`src/rtl/irqrt_pkg.sv`:
```
/*
 Package for the interrupt return, trap and external input block.
 Assumes a 100 MHz mclk stands in for the fast clock, and that the
 slow-clock timebase arrives as a one-cycle tick from elsewhere.
*/
package irqrt_pkg;
   // ----------------------------------------------------------------
   // Register map
   // ----------------------------------------------------------------
   localparam logic [7:0] EXT_IRQ_CONTROL_ADDR = 8'h37;
   localparam logic [7:0] EXT_IRQ_CONTROL_RST = 8'h00;
   localparam int ONE_FILTER_SELECT_BIT = 7;
   localparam int ZERO_PIN_SELECT_BIT = 6;
   localparam int THREE_EDGE_BIT = 3;
   localparam int TWO_EDGE_BIT = 2;
   localparam int ONE_EDGE_BIT = 1;
   localparam logic [7:0] CONTROL_WRITE_MASK = 8'hCE;
   // ----------------------------------------------------------------
   // Stack and opcode constants
   // ----------------------------------------------------------------
   localparam logic [15:0] STACK_FRAME_BYTES = 16'h0003;
   localparam logic [15:0] PC_LOW_OFFSET = 16'h0001;
   localparam logic [15:0] PC_HIGH_OFFSET = 16'h0002;
   localparam logic [7:0] SOFT_TRAP_OPCODE = 8'hFF;
   // ----------------------------------------------------------------
   // Filter widths in clock periods
   // ----------------------------------------------------------------
   localparam logic [7:0] REJECT_ZERO_FIVE = 8'h02;
   localparam logic [7:0] PASS_ZERO_FIVE = 8'h07;
   localparam logic [7:0] REJECT_TWO_THREE = 8'h07;
   localparam logic [7:0] PASS_TWO_THREE = 8'h19;
   localparam logic [7:0] REJECT_ONE_SHORT = 8'h0F;
   localparam logic [7:0] PASS_ONE_SHORT = 8'h31;
   localparam logic [7:0] REJECT_ONE_LONG = 8'h3F;
   localparam logic [7:0] PASS_ONE_LONG = 8'hC1;
   localparam logic [7:0] REJECT_SLOW = 8'h01;
   localparam logic [7:0] PASS_SLOW = 8'h03;
   localparam int NUM_EXT = 5;
endpackage

```
`src/rtl/irqrt_filter.sv`:
```
/*
 Digital noise filter for one external interrupt input.
 Assumes the input is already synchronised to mclk and that step
 marks every cycle that counts toward stability.
*/
`timescale 1ns/1ns
`default_nettype none
module irqrt_filter (
   // Clock and reset
   input wire logic mclk,
   input wire logic rst_b,
   // Pin side
   input wire logic pin_sync,
   input wire logic step,
   input wire logic [7:0] width,
   // Qualified level
   output logic level
);
   logic [7:0] cnt_ff;
   logic [7:0] nxt_cnt;
   logic level_ff;
   logic nxt_level;

   // A change is accepted only after it stays put for width steps.
   always_comb begin
      nxt_cnt = cnt_ff;
      nxt_level = level_ff;
      if (pin_sync == level_ff) begin
         nxt_cnt = 8'h00;
      end else if (step) begin
         if (cnt_ff + 8'h01 >= width) begin
            nxt_level = pin_sync;
            nxt_cnt = 8'h00;
         end else begin
            nxt_cnt = cnt_ff + 8'h01;
         end
      end
   end

   always_ff @(posedge mclk) begin
      if (!rst_b) begin
         cnt_ff <= 8'h00;
         level_ff <= 1'b1;
      end else begin
         cnt_ff <= nxt_cnt;
         level_ff <= nxt_level;
      end
   end

   assign level = level_ff;
endmodule
`default_nettype wire

```
`src/rtl/irqrt_top.sv`:
```
/*
 Interrupt return, trap sources and external interrupt inputs.
 Assumes a CPU core drives the instruction strobes and consumes the
 stack, trap and latch outputs; pins are asynchronous to mclk.
*/
// Function
// - Either return reloads PC and status word; stack pointer up 3.
// - After acceptance, low PC byte at SP+1, high byte at SP+2.
// - Trap routine must change stacked address, else the trap fires again.
// - Pending requests sampled in last instruction cycle.
// - Soft trap instruction starts processing at once, highest priority.
// - Fetch from absent address in single-chip mode returns soft trap opcode.
// - Fetch from data RAM, buffer or special area raises fetch trap.
// - Watchdog control bit picks reset output or fetch trap interrupt.
// - Undefined opcode interrupts at once, even inside non-maskable service.
// - Fetch trap accepted at once, even inside non-maskable service.
// - Inputs need master enable and own flag; input zero also pin select.
// - With pin select 0, input zero falling edge never sets its latch.
// - Inputs zero and five reject under 2, pass 7 fast periods.
// - Inputs two and three reject under 7, pass 25 fast periods.
// - Input one rejects under 15 or 63, passes 49 or 193.
// - Slow modes: reject under one slow period, pass 3.5.
// - Clean edge sets latch within settling plus 6 slow periods.
// - Bit 7 picks input one width; change applies within 64 periods.
// - Bit 6 makes shared pin port or input zero; resets as port.
// - Bits 3..1 pick edge for inputs three..one; zero, five fall.
// - Master enable 0 blocks every maskable interrupt.
`timescale 1ns/1ns
`default_nettype none
module irqrt_top (
   // Clock and reset
   input wire logic mclk,
   input wire logic rst_b,
   // Register port
   input wire logic reg_wr,
   input wire logic [7:0] reg_addr,
   input wire logic [7:0] reg_wdata,
   output logic [7:0] reg_rdata,
   // Core instruction status
   input wire logic instr_last_cycle,
   input wire logic return_maskable_instr,
   input wire logic return_nonmaskable_instr,
   input wire logic soft_trap_instr,
   input wire logic undefined_opcode,
   input wire logic [15:0] sp_in,
   input wire logic [7:0] stack_pc_low,
   input wire logic [7:0] stack_pc_high,
   input wire logic [7:0] stack_status,
   // Fetch checks
   input wire logic fetch_valid,
   input wire logic single_chip_mode,
   input wire logic fetch_addr_absent,
   input wire logic fetch_addr_data_area,
   input wire logic [7:0] fetch_data_in,
   input wire logic trap_to_reset,
   // Enables and modes
   input wire logic master_irq_enable,
   input wire logic enable_flag_four,
   input wire logic enable_flag_six,
   input wire logic enable_flag_eight,
   input wire logic enable_flag_twelve,
   input wire logic enable_flag_twentythree,
   input wire logic slow_mode,
   input wire logic slow_tick,
   input wire logic [4:0] latch_clear,
   // Pins, index 0..4 are inputs zero, one, two, three, five
   input wire logic [4:0] ext_pin,
   // Results to the core
   output logic [7:0] fetch_data_out,
   output logic [15:0] pc_restore,
   output logic [7:0] status_restore,
   output logic [15:0] sp_out,
   output logic [15:0] pc_low_addr,
   output logic [15:0] pc_high_addr,
   output logic fetch_trap_reset,
   output logic fetch_trap_irq,
   output logic software_irq,
   output logic undefined_opcode_irq,
   output logic [4:0] ext_latch,
   output logic ext_request,
   output logic ext_zero_pin_mode
);
   // ----------------------------------------------------------------
   // Control register
   // ----------------------------------------------------------------
   logic [7:0] ctrl_ff;
   logic [7:0] nxt_ctrl;

   always_comb begin
      nxt_ctrl = ctrl_ff;
      if (reg_wr && reg_addr == irqrt_pkg::EXT_IRQ_CONTROL_ADDR) begin
         nxt_ctrl = reg_wdata & irqrt_pkg::CONTROL_WRITE_MASK;
      end
   end

   // ----------------------------------------------------------------
   // Return, trap and stack logic
   // ----------------------------------------------------------------
   logic [15:0] pc_ff, nxt_pc, sp_ff, nxt_sp, lo_ff, nxt_lo, hi_ff, nxt_hi;
   logic [7:0] st_ff, nxt_st, fd_ff, nxt_fd, rd_ff, nxt_rd;
   logic trst_ff, nxt_trst, tirq_ff, nxt_tirq, sw_ff, nxt_sw;
   logic ud_ff, nxt_ud, mode_ff, nxt_mode;
   logic is_return, trap_hit;

   assign is_return = return_maskable_instr | return_nonmaskable_instr;
   assign trap_hit = fetch_valid & fetch_addr_data_area;

   always_comb begin
      nxt_pc = pc_ff;
      nxt_st = st_ff;
      nxt_sp = sp_in;
      if (is_return) begin
         nxt_pc = {stack_pc_high, stack_pc_low};
         nxt_st = stack_status;
         nxt_sp = sp_in + irqrt_pkg::STACK_FRAME_BYTES;
      end
      nxt_lo = sp_in + irqrt_pkg::PC_LOW_OFFSET;
      nxt_hi = sp_in + irqrt_pkg::PC_HIGH_OFFSET;
      nxt_fd = fetch_data_in;
      if (single_chip_mode && fetch_addr_absent) begin
         nxt_fd = irqrt_pkg::SOFT_TRAP_OPCODE;
      end
      // Trap sources are taken at once, not at instruction end.
      nxt_trst = trap_hit & trap_to_reset;
      nxt_tirq = trap_hit & ~trap_to_reset;
      nxt_sw = soft_trap_instr;
      nxt_ud = undefined_opcode;
      nxt_mode = ctrl_ff[irqrt_pkg::ZERO_PIN_SELECT_BIT];
      nxt_rd = 8'h00;
      if (reg_addr == irqrt_pkg::EXT_IRQ_CONTROL_ADDR) begin
         nxt_rd = ctrl_ff;
      end
   end

   // ----------------------------------------------------------------
   // External inputs
   // ----------------------------------------------------------------
   logic [4:0] s1_ff, s2_ff, lvl, lvl_d_ff, act_edge, fall_edge;
   logic [4:0] lat_ff, nxt_lat, en;
   logic [4:0] edge_rise;
   logic [7:0] wid [5];
   logic step, req_ff, nxt_req;

   assign step = slow_mode ? slow_tick : 1'b1;
   assign edge_rise = {1'b0, ~ctrl_ff[irqrt_pkg::THREE_EDGE_BIT],
      ~ctrl_ff[irqrt_pkg::TWO_EDGE_BIT],
      ~ctrl_ff[irqrt_pkg::ONE_EDGE_BIT], 1'b0};

   // Widths sit at the pass bound, inside the reject/pass window.
   always_comb begin
      wid[0] = slow_mode ? irqrt_pkg::PASS_SLOW
         : irqrt_pkg::PASS_ZERO_FIVE;
      wid[4] = wid[0];
      wid[2] = slow_mode ? irqrt_pkg::PASS_SLOW
         : irqrt_pkg::PASS_TWO_THREE;
      wid[3] = wid[2];
      if (slow_mode) begin
         wid[1] = irqrt_pkg::PASS_SLOW;
      end else if (ctrl_ff[irqrt_pkg::ONE_FILTER_SELECT_BIT]) begin
         wid[1] = irqrt_pkg::PASS_ONE_SHORT;
      end else begin
         wid[1] = irqrt_pkg::PASS_ONE_LONG;
      end
   end

   genvar g;
   generate
      for (g = 0; g < irqrt_pkg::NUM_EXT; g++) begin : g_ext
         irqrt_filter u_filt (
            .mclk(mclk),
            .rst_b(rst_b),
            .pin_sync(s2_ff[g]),
            .step(step),
            .width(wid[g]),
            .level(lvl[g])
         );
         assign fall_edge[g] = lvl_d_ff[g] & ~lvl[g];
         assign act_edge[g] = edge_rise[g] ? (~lvl_d_ff[g] & lvl[g])
            : fall_edge[g];
      end
   endgenerate

   always_comb begin
      // A new edge wins over a clear in the same cycle.
      nxt_lat = (lat_ff & ~latch_clear) | act_edge;
      nxt_lat[0] = (lat_ff[0] & ~latch_clear[0])
         | (act_edge[0] & ctrl_ff[irqrt_pkg::ZERO_PIN_SELECT_BIT]);
      en = {enable_flag_twentythree, enable_flag_twelve,
         enable_flag_eight, enable_flag_six,
         enable_flag_four & ctrl_ff[irqrt_pkg::ZERO_PIN_SELECT_BIT]};
      nxt_req = req_ff;
      if (instr_last_cycle) begin
         nxt_req = master_irq_enable & |(lat_ff & en);
      end
   end

   always_ff @(posedge mclk) begin
      if (!rst_b) begin
         ctrl_ff <= irqrt_pkg::EXT_IRQ_CONTROL_RST;
         pc_ff <= 16'h0000;
         st_ff <= 8'h00;
         sp_ff <= 16'h0000;
         lo_ff <= 16'h0000;
         hi_ff <= 16'h0000;
         fd_ff <= 8'h00;
         rd_ff <= 8'h00;
         trst_ff <= 1'b0;
         tirq_ff <= 1'b0;
         sw_ff <= 1'b0;
         ud_ff <= 1'b0;
         mode_ff <= 1'b0;
         s1_ff <= 5'h1F;
         s2_ff <= 5'h1F;
         lvl_d_ff <= 5'h1F;
         lat_ff <= 5'h00;
         req_ff <= 1'b0;
      end else begin
         ctrl_ff <= nxt_ctrl;
         pc_ff <= nxt_pc;
         st_ff <= nxt_st;
         sp_ff <= nxt_sp;
         lo_ff <= nxt_lo;
         hi_ff <= nxt_hi;
         fd_ff <= nxt_fd;
         rd_ff <= nxt_rd;
         trst_ff <= nxt_trst;
         tirq_ff <= nxt_tirq;
         sw_ff <= nxt_sw;
         ud_ff <= nxt_ud;
         mode_ff <= nxt_mode;
         s1_ff <= ext_pin;
         s2_ff <= s1_ff;
         lvl_d_ff <= lvl;
         lat_ff <= nxt_lat;
         req_ff <= nxt_req;
      end
   end

   assign reg_rdata = rd_ff;
   assign fetch_data_out = fd_ff;
   assign pc_restore = pc_ff;
   assign status_restore = st_ff;
   assign sp_out = sp_ff;
   assign pc_low_addr = lo_ff;
   assign pc_high_addr = hi_ff;
   assign fetch_trap_reset = trst_ff;
   assign fetch_trap_irq = tirq_ff;
   assign software_irq = sw_ff;
   assign undefined_opcode_irq = ud_ff;
   assign ext_latch = lat_ff;
   assign ext_request = req_ff;
   assign ext_zero_pin_mode = mode_ff;
endmodule
`default_nettype wire

```
`config.mk`:
```
export PLATFORM = sky130hd
export DESIGN_NAME = irqrt_top
export DESIGN_NICKNAME = d
export VERILOG_FILES = /design/src/rtl/irqrt_pkg.sv /design/src/rtl/irqrt_filter.sv /design/src/rtl/irqrt_top.sv
export SDC_FILE = /design/constraint.sdc
export NUM_CORES = 1
export LEC_CHECK = 0
export BUFFER_PORTS_ARGS = -buffer_cell sky130_fd_sc_hd__buf_2
export CAP_MARGIN = 15
export CORE_AREA = 3 3 117 130
export DETAILED_ROUTE_END_ITERATION = 8
export DIE_AREA = 0 0 120 133
export GPL_ROUTABILITY_DRIVEN = 0
export GPL_TIMING_DRIVEN = 0
export PLACE_DENSITY = 0.78
export SETUP_SLACK_MARGIN = 0.5
export SLEW_MARGIN = 20
export SYNTH_ARGS = -nofsm -noshare
export SYNTH_HDL_FRONTEND = slang
export SYNTH_SLANG_ARGS = --single-unit
```
`constraint.sdc`:
```
create_clock -name mclk -period 3.6 [get_ports mclk]
set_input_delay 0.36 -clock mclk [delete_from_list [all_inputs] [get_ports mclk]]
set_output_delay 0.36 -clock mclk [all_outputs]
set_load 0.02 [all_outputs]
```
After elaboration in Yosys (flattened, before gate mapping):

Index checks and enable logic that the tools add are counted.

* add/sub/neg operators: 8
* multiply operators: 0
* divide/modulo/power cells: 0
* order comparisons: 5
* equal/unequal tests: 6
* shifts and indexed selects: 0
* mux-type cells: 15
* bitwise operators: 37
* reduce and logical (&&, ||, !) cells: 14

Operators with widths (count)
* 8-bit 2-to-1 mux: 8
* 8-bit by 1-bit adder with 8-bit output (second input constant): 5
* 16-bit by 2-bit adder with 16-bit output (second input constant): 2
* 16-bit by 1-bit adder with 16-bit output (second input constant): 1
* 8-bit by 3-bit greater-or-equal comparator with 1-bit output: 2
* 8-bit by 5-bit greater-or-equal comparator with 1-bit output: 2
* 16-bit 2-to-1 mux: 1
* 1-bit inverter: 16
* 1-bit bitwise AND: 15
* 3-bit AND reduction: 5
* 5-bit bitwise AND: 2
* 2-bit OR reduction: 5
* 8-bit by 6-bit equality test with 1-bit output (second input constant): 1
* 8-bit greater-or-equal comparator: 1
* 1-bit equality test: 5
* 5-bit 2-to-1 mux: 1
* 5-bit inverter: 1
* 5-bit bitwise OR: 1
* 5-bit OR reduction: 1
* 1-bit 2-to-1 mux: 4
* 3-bit 2-to-1 mux: 1
* 1-bit logical AND: 2
* 1-bit bitwise OR: 2
* 2-bit AND reduction: 1

* bits in registers: 161
* latch bits: 0
* memory bits (writable): 0
* ROM bits: 0
* bits of input ports: 95
* output and inout port bits: 99
* word-level logic and storage cells: 113
* memories kept: 0

Logic depth before layout (Yosys ltp):

* word-level depth: 4
* mapped depth: 10
* depth with buffers taken out: 10

Hierarchy:

A second synthesis with hierarchy kept.

* cell total of the unflattened synthesis: 870
* area, all modules: 8072.7 µm²

Modules (own cells, without submodules)
* irqrt_top: times used 1, cells each 460, area each 4525.6 µm², sequential area each 2322.2 µm²
* irqrt_filter: times used 5, cells each 82, area each 709.4 µm², sequential area each 180.2 µm²

Worst setup path before layout:

OpenSTA, ideal clock, no wires.

* path type: register -> register
* start point: register g_ext[3].u_filt.cnt_ff[1]
* end point: register g_ext[3].u_filt.level_ff
* data arrival time: 2158 ps
* required time: 3479 ps
* path slack: 1321 ps
* stages on the path, launching flop included: 11
* buffers on the path: 0
* period minus slack after synthesis: 2279 ps
* cell sequence: dfxtp_1 > ha_1 > nand3_2 > nand2b_1 > nand2_1 > ha_1 > o21ai_0 > nand2b_1 > a211oi_1 > a21oi_2 > mux2_4

* word-level cells in the longest chain between the ends: 3

RTL lines
* start: declaration: line irqrt_filter.sv:19 `logic [7:0] cnt_ff;`
* start signal: assignment: line irqrt_filter.sv:45 `cnt_ff <= nxt_cnt;`
* 8-bit by 1-bit adder with 8-bit output: line irqrt_filter.sv:31 `if (cnt_ff + 8'h01 >= width) begin`
* 8-bit by 5-bit greater-or-equal comparator with 1-bit output: line irqrt_filter.sv:31
* 3-bit AND reduction (no line)
* end signal: assignment: line irqrt_filter.sv:46 `level_ff <= nxt_level;`
* end: declaration: line irqrt_filter.sv:21 `logic level_ff;`

No other way between the ends.
A chain may end at the register's enable or synchronous reset.

Final worst setup path:

* start point: register g_ext[1].u_filt.cnt_ff[1]
* end point: register g_ext[1].u_filt.cnt_ff[1]

* word-level cells in the longest chain between the ends: 3

RTL lines (line)
* start: declaration: irqrt_filter.sv:19
* start signal: assignment: irqrt_filter.sv:45
* 8-bit by 1-bit adder with 8-bit output *: irqrt_filter.sv:31, irqrt_filter.sv:35
* 8-bit greater-or-equal comparator: irqrt_filter.sv:31
* 8-bit 2-to-1 mux *: irqrt_filter.sv:31

Every way passes the cells marked *; elsewhere a longest branch is shown, timed or not.

==> results.ini <==
[cells_and_area]
antenna_cells=0
areaGrowthSynthToFinish_pct=24.9
layoutNonFillerInstCount=1165
drive_above_1_share_pct=24.6
final_net_count=1080

[sta]
clock.fmax_ghz=0.377
setup-tns-final_ps=0
skew_ps=6.03
rsz0062_at_grt=false
post-route-min-period_ps=2660
hold_slack_ps=112
report.final.slew_viol_count=0
worst_slew_margin_rel_pct=47.5
worst-slew-pin-transition_ps=787
layout_setup_ws_ps=944
finalHoldViolCount=0
setup_violations=0
period_utilisation_layout_pct=73.8

[routing]
dr.pass1.iters=4
vias=6018
antenna_left=0
dr.first_iter.drc_count=396
finalWirelength_um=17400
detail_route.drc_violations=0
viasPerCell=5.17
routedWlPerCell_um=14.9

[cts]
cts_root_buf=sky130_fd_sc_hd__clkbuf_16
insertion_delay_ps=420
worst_setup_hold_path_clk_slew_ps=60
cts-hold-fix-buffers=0
post_cts.repair.setup_buffers=0
cts_made_buffers=17
total_number_of_clock_tree_sinks=161
cts_max_level=4
cts_repair_resize_count=0
tritoncts=yes
max-clock-path-buffers=2

[critical_path]
timing.reg2reg.worst_path_depth=10
critPathMaxFanout=8
data_required_time_at_the_worst_endpoint_ps=3950
timing.critical_path.from=g_ext[1].u_filt.cnt_ff[1]$_SDFFE_PP0P_
critical_path.startpoint_type=flop
r2r_end=g_ext[1].u_filt.cnt_ff[1]$_SDFFE_PP0P_
critPathCapture=g_ext[1].u_filt.cnt_ff[1]$_SDFFE_PP0P_
worstSetupPathType=reg2reg
rrSetupSlack_ps=940
rr_startpoint=g_ext[1].u_filt.cnt_ff[1]$_SDFFE_PP0P_
worstSetupEndpointType=flop
worst-endpoint-arrival_ps=3000

[yosys]
yosysTopAreaCell=sky130_fd_sc_hd__dfxtp_1
synthesis.instances=762
synth_area_leaders=sky130_fd_sc_hd__dfxtp_1 46%, sky130_fd_sc_hd__and2_1 5.8%, sky130_fd_sc_hd__nand2_1 5.5%
post_synthesis_sequential_element_count=161
synth_area_per_inst_um2=9.16
number_of_warning_messages_in_the_yosys_log=0
synth-edff-count=0
async_flop_share_pct=0
proportion_of_synthesized_chip_area_in_sequential_cells_pct=46.2
synth.cell_area_um2=6980
synth_top_area_share_pct=46.2
synth_cell_types=65
synth_ff_type=sky130_fd_sc_hd__dfxtp_1

[grt]
vias_in_the_first_global_route=5613
globalRouteOverflowTotal=0
pin_count_of_the_biggest_net_entering_global_routing=17
gr-usage-all-layers_pct=21.3
antenna_violations_before_repair=0
grt_first_pass_wirelength_um=27200

[power]
comb_power_share_pct=9.9
totalPowerFinal_w=0.00406
clock_power_share_pct=44.0
power_report.internal_total_w=0.00306
irDropWorstVdd_uv=300
power.share.switching_pct=24.6
power_density_nw_per_um2=466
switching_power_w=0.000997
power_frac_seq_pct=46.1
power.static_leakage_nw=3.82

[floorplan]
design.portCount=194
core_area_um2=13900
core.rowCount=45
die_area_um2=16000
die_h_um=133
start_util_pct=50.2
die-width_um=120

[place]
hpwl_um=12800
port_buffers=181
dp.cells=1133
place_ws_ps=996

[hold_path]
worstHoldPathType=in2reg

[status]
run_status=finished clean

[run]
max-cap-violations=0

sequential cells by signal, summed over array words and instances, names as in the netlist, 8 cells and up:
name                 count
sp_out                  16
pc_low_addr             16
pc_restore              16
g_ext.u_filt.cnt_ff     40
fetch_data_out           8
pc_high_addr            16
status_restore           8
cells in the final DEF, fill, tap and decap left out, types with 3 or more instances in the layout:
cell	instances
sky130_fd_sc_hd__buf_2	191
sky130_fd_sc_hd__dfxtp_1	161
sky130_fd_sc_hd__nand2_1	102
sky130_fd_sc_hd__and2_1	65
sky130_fd_sc_hd__xnor2_1	38
sky130_fd_sc_hd__nand3_1	36
sky130_fd_sc_hd__a21boi_0	36
sky130_fd_sc_hd__nor2_1	32
sky130_fd_sc_hd__clkbuf_1	27
sky130_fd_sc_hd__xor2_1	26
sky130_fd_sc_hd__nand2b_1	25
sky130_fd_sc_hd__ha_1	21
sky130_fd_sc_hd__inv_1	18
sky130_fd_sc_hd__clkbuf_16	17
sky130_fd_sc_hd__nand4_1	16
sky130_fd_sc_hd__o21ai_0	13
sky130_fd_sc_hd__a21oi_1	12
sky130_fd_sc_hd__nor3_1	12
sky130_fd_sc_hd__or3_1	10
sky130_fd_sc_hd__o21a_1	9
sky130_fd_sc_hd__and3_1	8
sky130_fd_sc_hd__nor4_1	7
sky130_fd_sc_hd__and4_1	6
sky130_fd_sc_hd__a31oi_1	5
sky130_fd_sc_hd__o221ai_1	4
sky130_fd_sc_hd__nor2b_1	4
sky130_fd_sc_hd__or2_2	3
sky130_fd_sc_hd__o21bai_1	3
sky130_fd_sc_hd__o32ai_1	3
sky130_fd_sc_hd__a21o_1	3
sky130_fd_sc_hd__a21boi_1	3
sky130_fd_sc_hd__buf_4	3
sky130_fd_sc_hd__conb_1	3
sky130_fd_sc_hd__clkinv_4	3
sky130_fd_sc_hd__clkinv_2	3
sky130_fd_sc_hd__clkinvlp_4	3
area by class of cell:
| type | count | area, um^2 |
|---|---|---|
| multi-input cells | 544 | 3520 |
| clock inverters | 12 | 133 |
| fillers | 1183 | 5190 |
| well taps | 188 | 235 |
| flip-flops and latches | 161 | 3220 |
| inverters | 18 | 67.6 |
| plain buffers | 41 | 178 |
| clock buffers | 20 | 457 |
| repair buffers | 181 | 906 |
cells by family (layout without fill, tap and decap cells):
logic type	after synthesis	after routing	synth area share (%)
flip-flops	161	161	46.2
AO/OA/AOI/OAI	113	113	12.2
multiplexers	5	5	0.843
other	1	3	0.0538
XOR/XNOR	64	64	8.03
adder cells (fa/ha/maj)	21	21	3.77
buffers and inverters	59	272	3.51
AND/OR/NAND/NOR	338	338	25.3
power by group through the flow:
stage	sequential, W	combinational [W]	clock, W
final	0.00187	0.000401	0.00179
after global routing	0.00188	0.000438	0.00187
after CTS	0.00187	0.000403	0.00181
after detailed placement	0.00191	0.000400	0
after global placement	0.00191	0.000397	0
after floorplan	0.00198	0.000162	0
how the worst min path moves through the flow:
stage	from	endpoint	slack, ps	cells after the start
after floorplan	s1_ff[0]$_SDFF_PN1_	s2_ff[0]$_SDFF_PN1_	390	1
after global placement	s1_ff[1]$_SDFF_PN1_	s2_ff[1]$_SDFF_PN1_	390	1
after detailed placement	s1_ff[1]$_SDFF_PN1_	s2_ff[1]$_SDFF_PN1_	390	1
after CTS	trap_to_reset	fetch_trap_irq$_SDFF_PN0_	100	2
after global routing	trap_to_reset	fetch_trap_irq$_SDFF_PN0_	110	2
final	trap_to_reset	fetch_trap_irq$_SDFF_PN0_	110	2
per-layer routing:
layer	global-route usage, %	wire (um)
met4	7.51	391
met3	4.92	1030
met5	0	0
met1	26.4	7620
met2	36.2	8360
worst max-delay path, cell delays in order (launching register included):
cell                        delay (ps)
sky130_fd_sc_hd__dfxtp_1           410
sky130_fd_sc_hd__ha_1              240
sky130_fd_sc_hd__nand3_1           190
sky130_fd_sc_hd__nor2_1            170
sky130_fd_sc_hd__xor2_1            170
sky130_fd_sc_hd__ha_1              260
sky130_fd_sc_hd__a21o_1            180
sky130_fd_sc_hd__a21oi_1           140
sky130_fd_sc_hd__o2bb2ai_1         220
sky130_fd_sc_hd__nor3_1            380
sky130_fd_sc_hd__a21boi_0          220
metrics by stage:
| step | utilization, % | area (um^2) |
|---|---|---|
| floorplan | - | 6980 |
| global placement | 58.4 | 8130 |
| detailed placement | 58.4 | 8130 |
| CTS | 62.7 | 8710 |
| global route | 62.7 | 8710 |
| finish | 62.7 | 8710 |
synthesized netlist by cell type, types with 2 or more instances:
cell                       count
sky130_fd_sc_hd__buf_2        10
sky130_fd_sc_hd__or3_1        10
sky130_fd_sc_hd__nand3_2       2
sky130_fd_sc_hd__o221ai_1      4
sky130_fd_sc_hd__a211oi_1      2
sky130_fd_sc_hd__a21boi_1      3
sky130_fd_sc_hd__a21o_1        3
sky130_fd_sc_hd__clkbuf_1     26
sky130_fd_sc_hd__or2_2         3
sky130_fd_sc_hd__buf_4         3
sky130_fd_sc_hd__nor2b_1       4
sky130_fd_sc_hd__nor3_1       12
sky130_fd_sc_hd__o21a_1        9
sky130_fd_sc_hd__xnor2_1      38
sky130_fd_sc_hd__xor2_1       26
sky130_fd_sc_hd__and2_1       65
sky130_fd_sc_hd__and3_1        8
sky130_fd_sc_hd__ha_1         21
sky130_fd_sc_hd__a41oi_1       2
sky130_fd_sc_hd__o22ai_1       2
sky130_fd_sc_hd__nand4_1      16
sky130_fd_sc_hd__a31oi_1       5
sky130_fd_sc_hd__o21bai_1      3
sky130_fd_sc_hd__o32ai_1       3
sky130_fd_sc_hd__nor4_1        7
sky130_fd_sc_hd__buf_1         2
sky130_fd_sc_hd__nor2_1       32
sky130_fd_sc_hd__a21boi_0     36
sky130_fd_sc_hd__o21ai_0      13
sky130_fd_sc_hd__nand2b_1     25
sky130_fd_sc_hd__nand3_1      36
sky130_fd_sc_hd__dfxtp_1     161
sky130_fd_sc_hd__and4_1        6
sky130_fd_sc_hd__nand2_1     102
sky130_fd_sc_hd__nand4b_1      2
sky130_fd_sc_hd__a21oi_1      12
sky130_fd_sc_hd__mux2_2        2
sky130_fd_sc_hd__inv_1        18
sky130_fd_sc_hd__a22oi_1       2
Power figures use the tool's default switching activity.
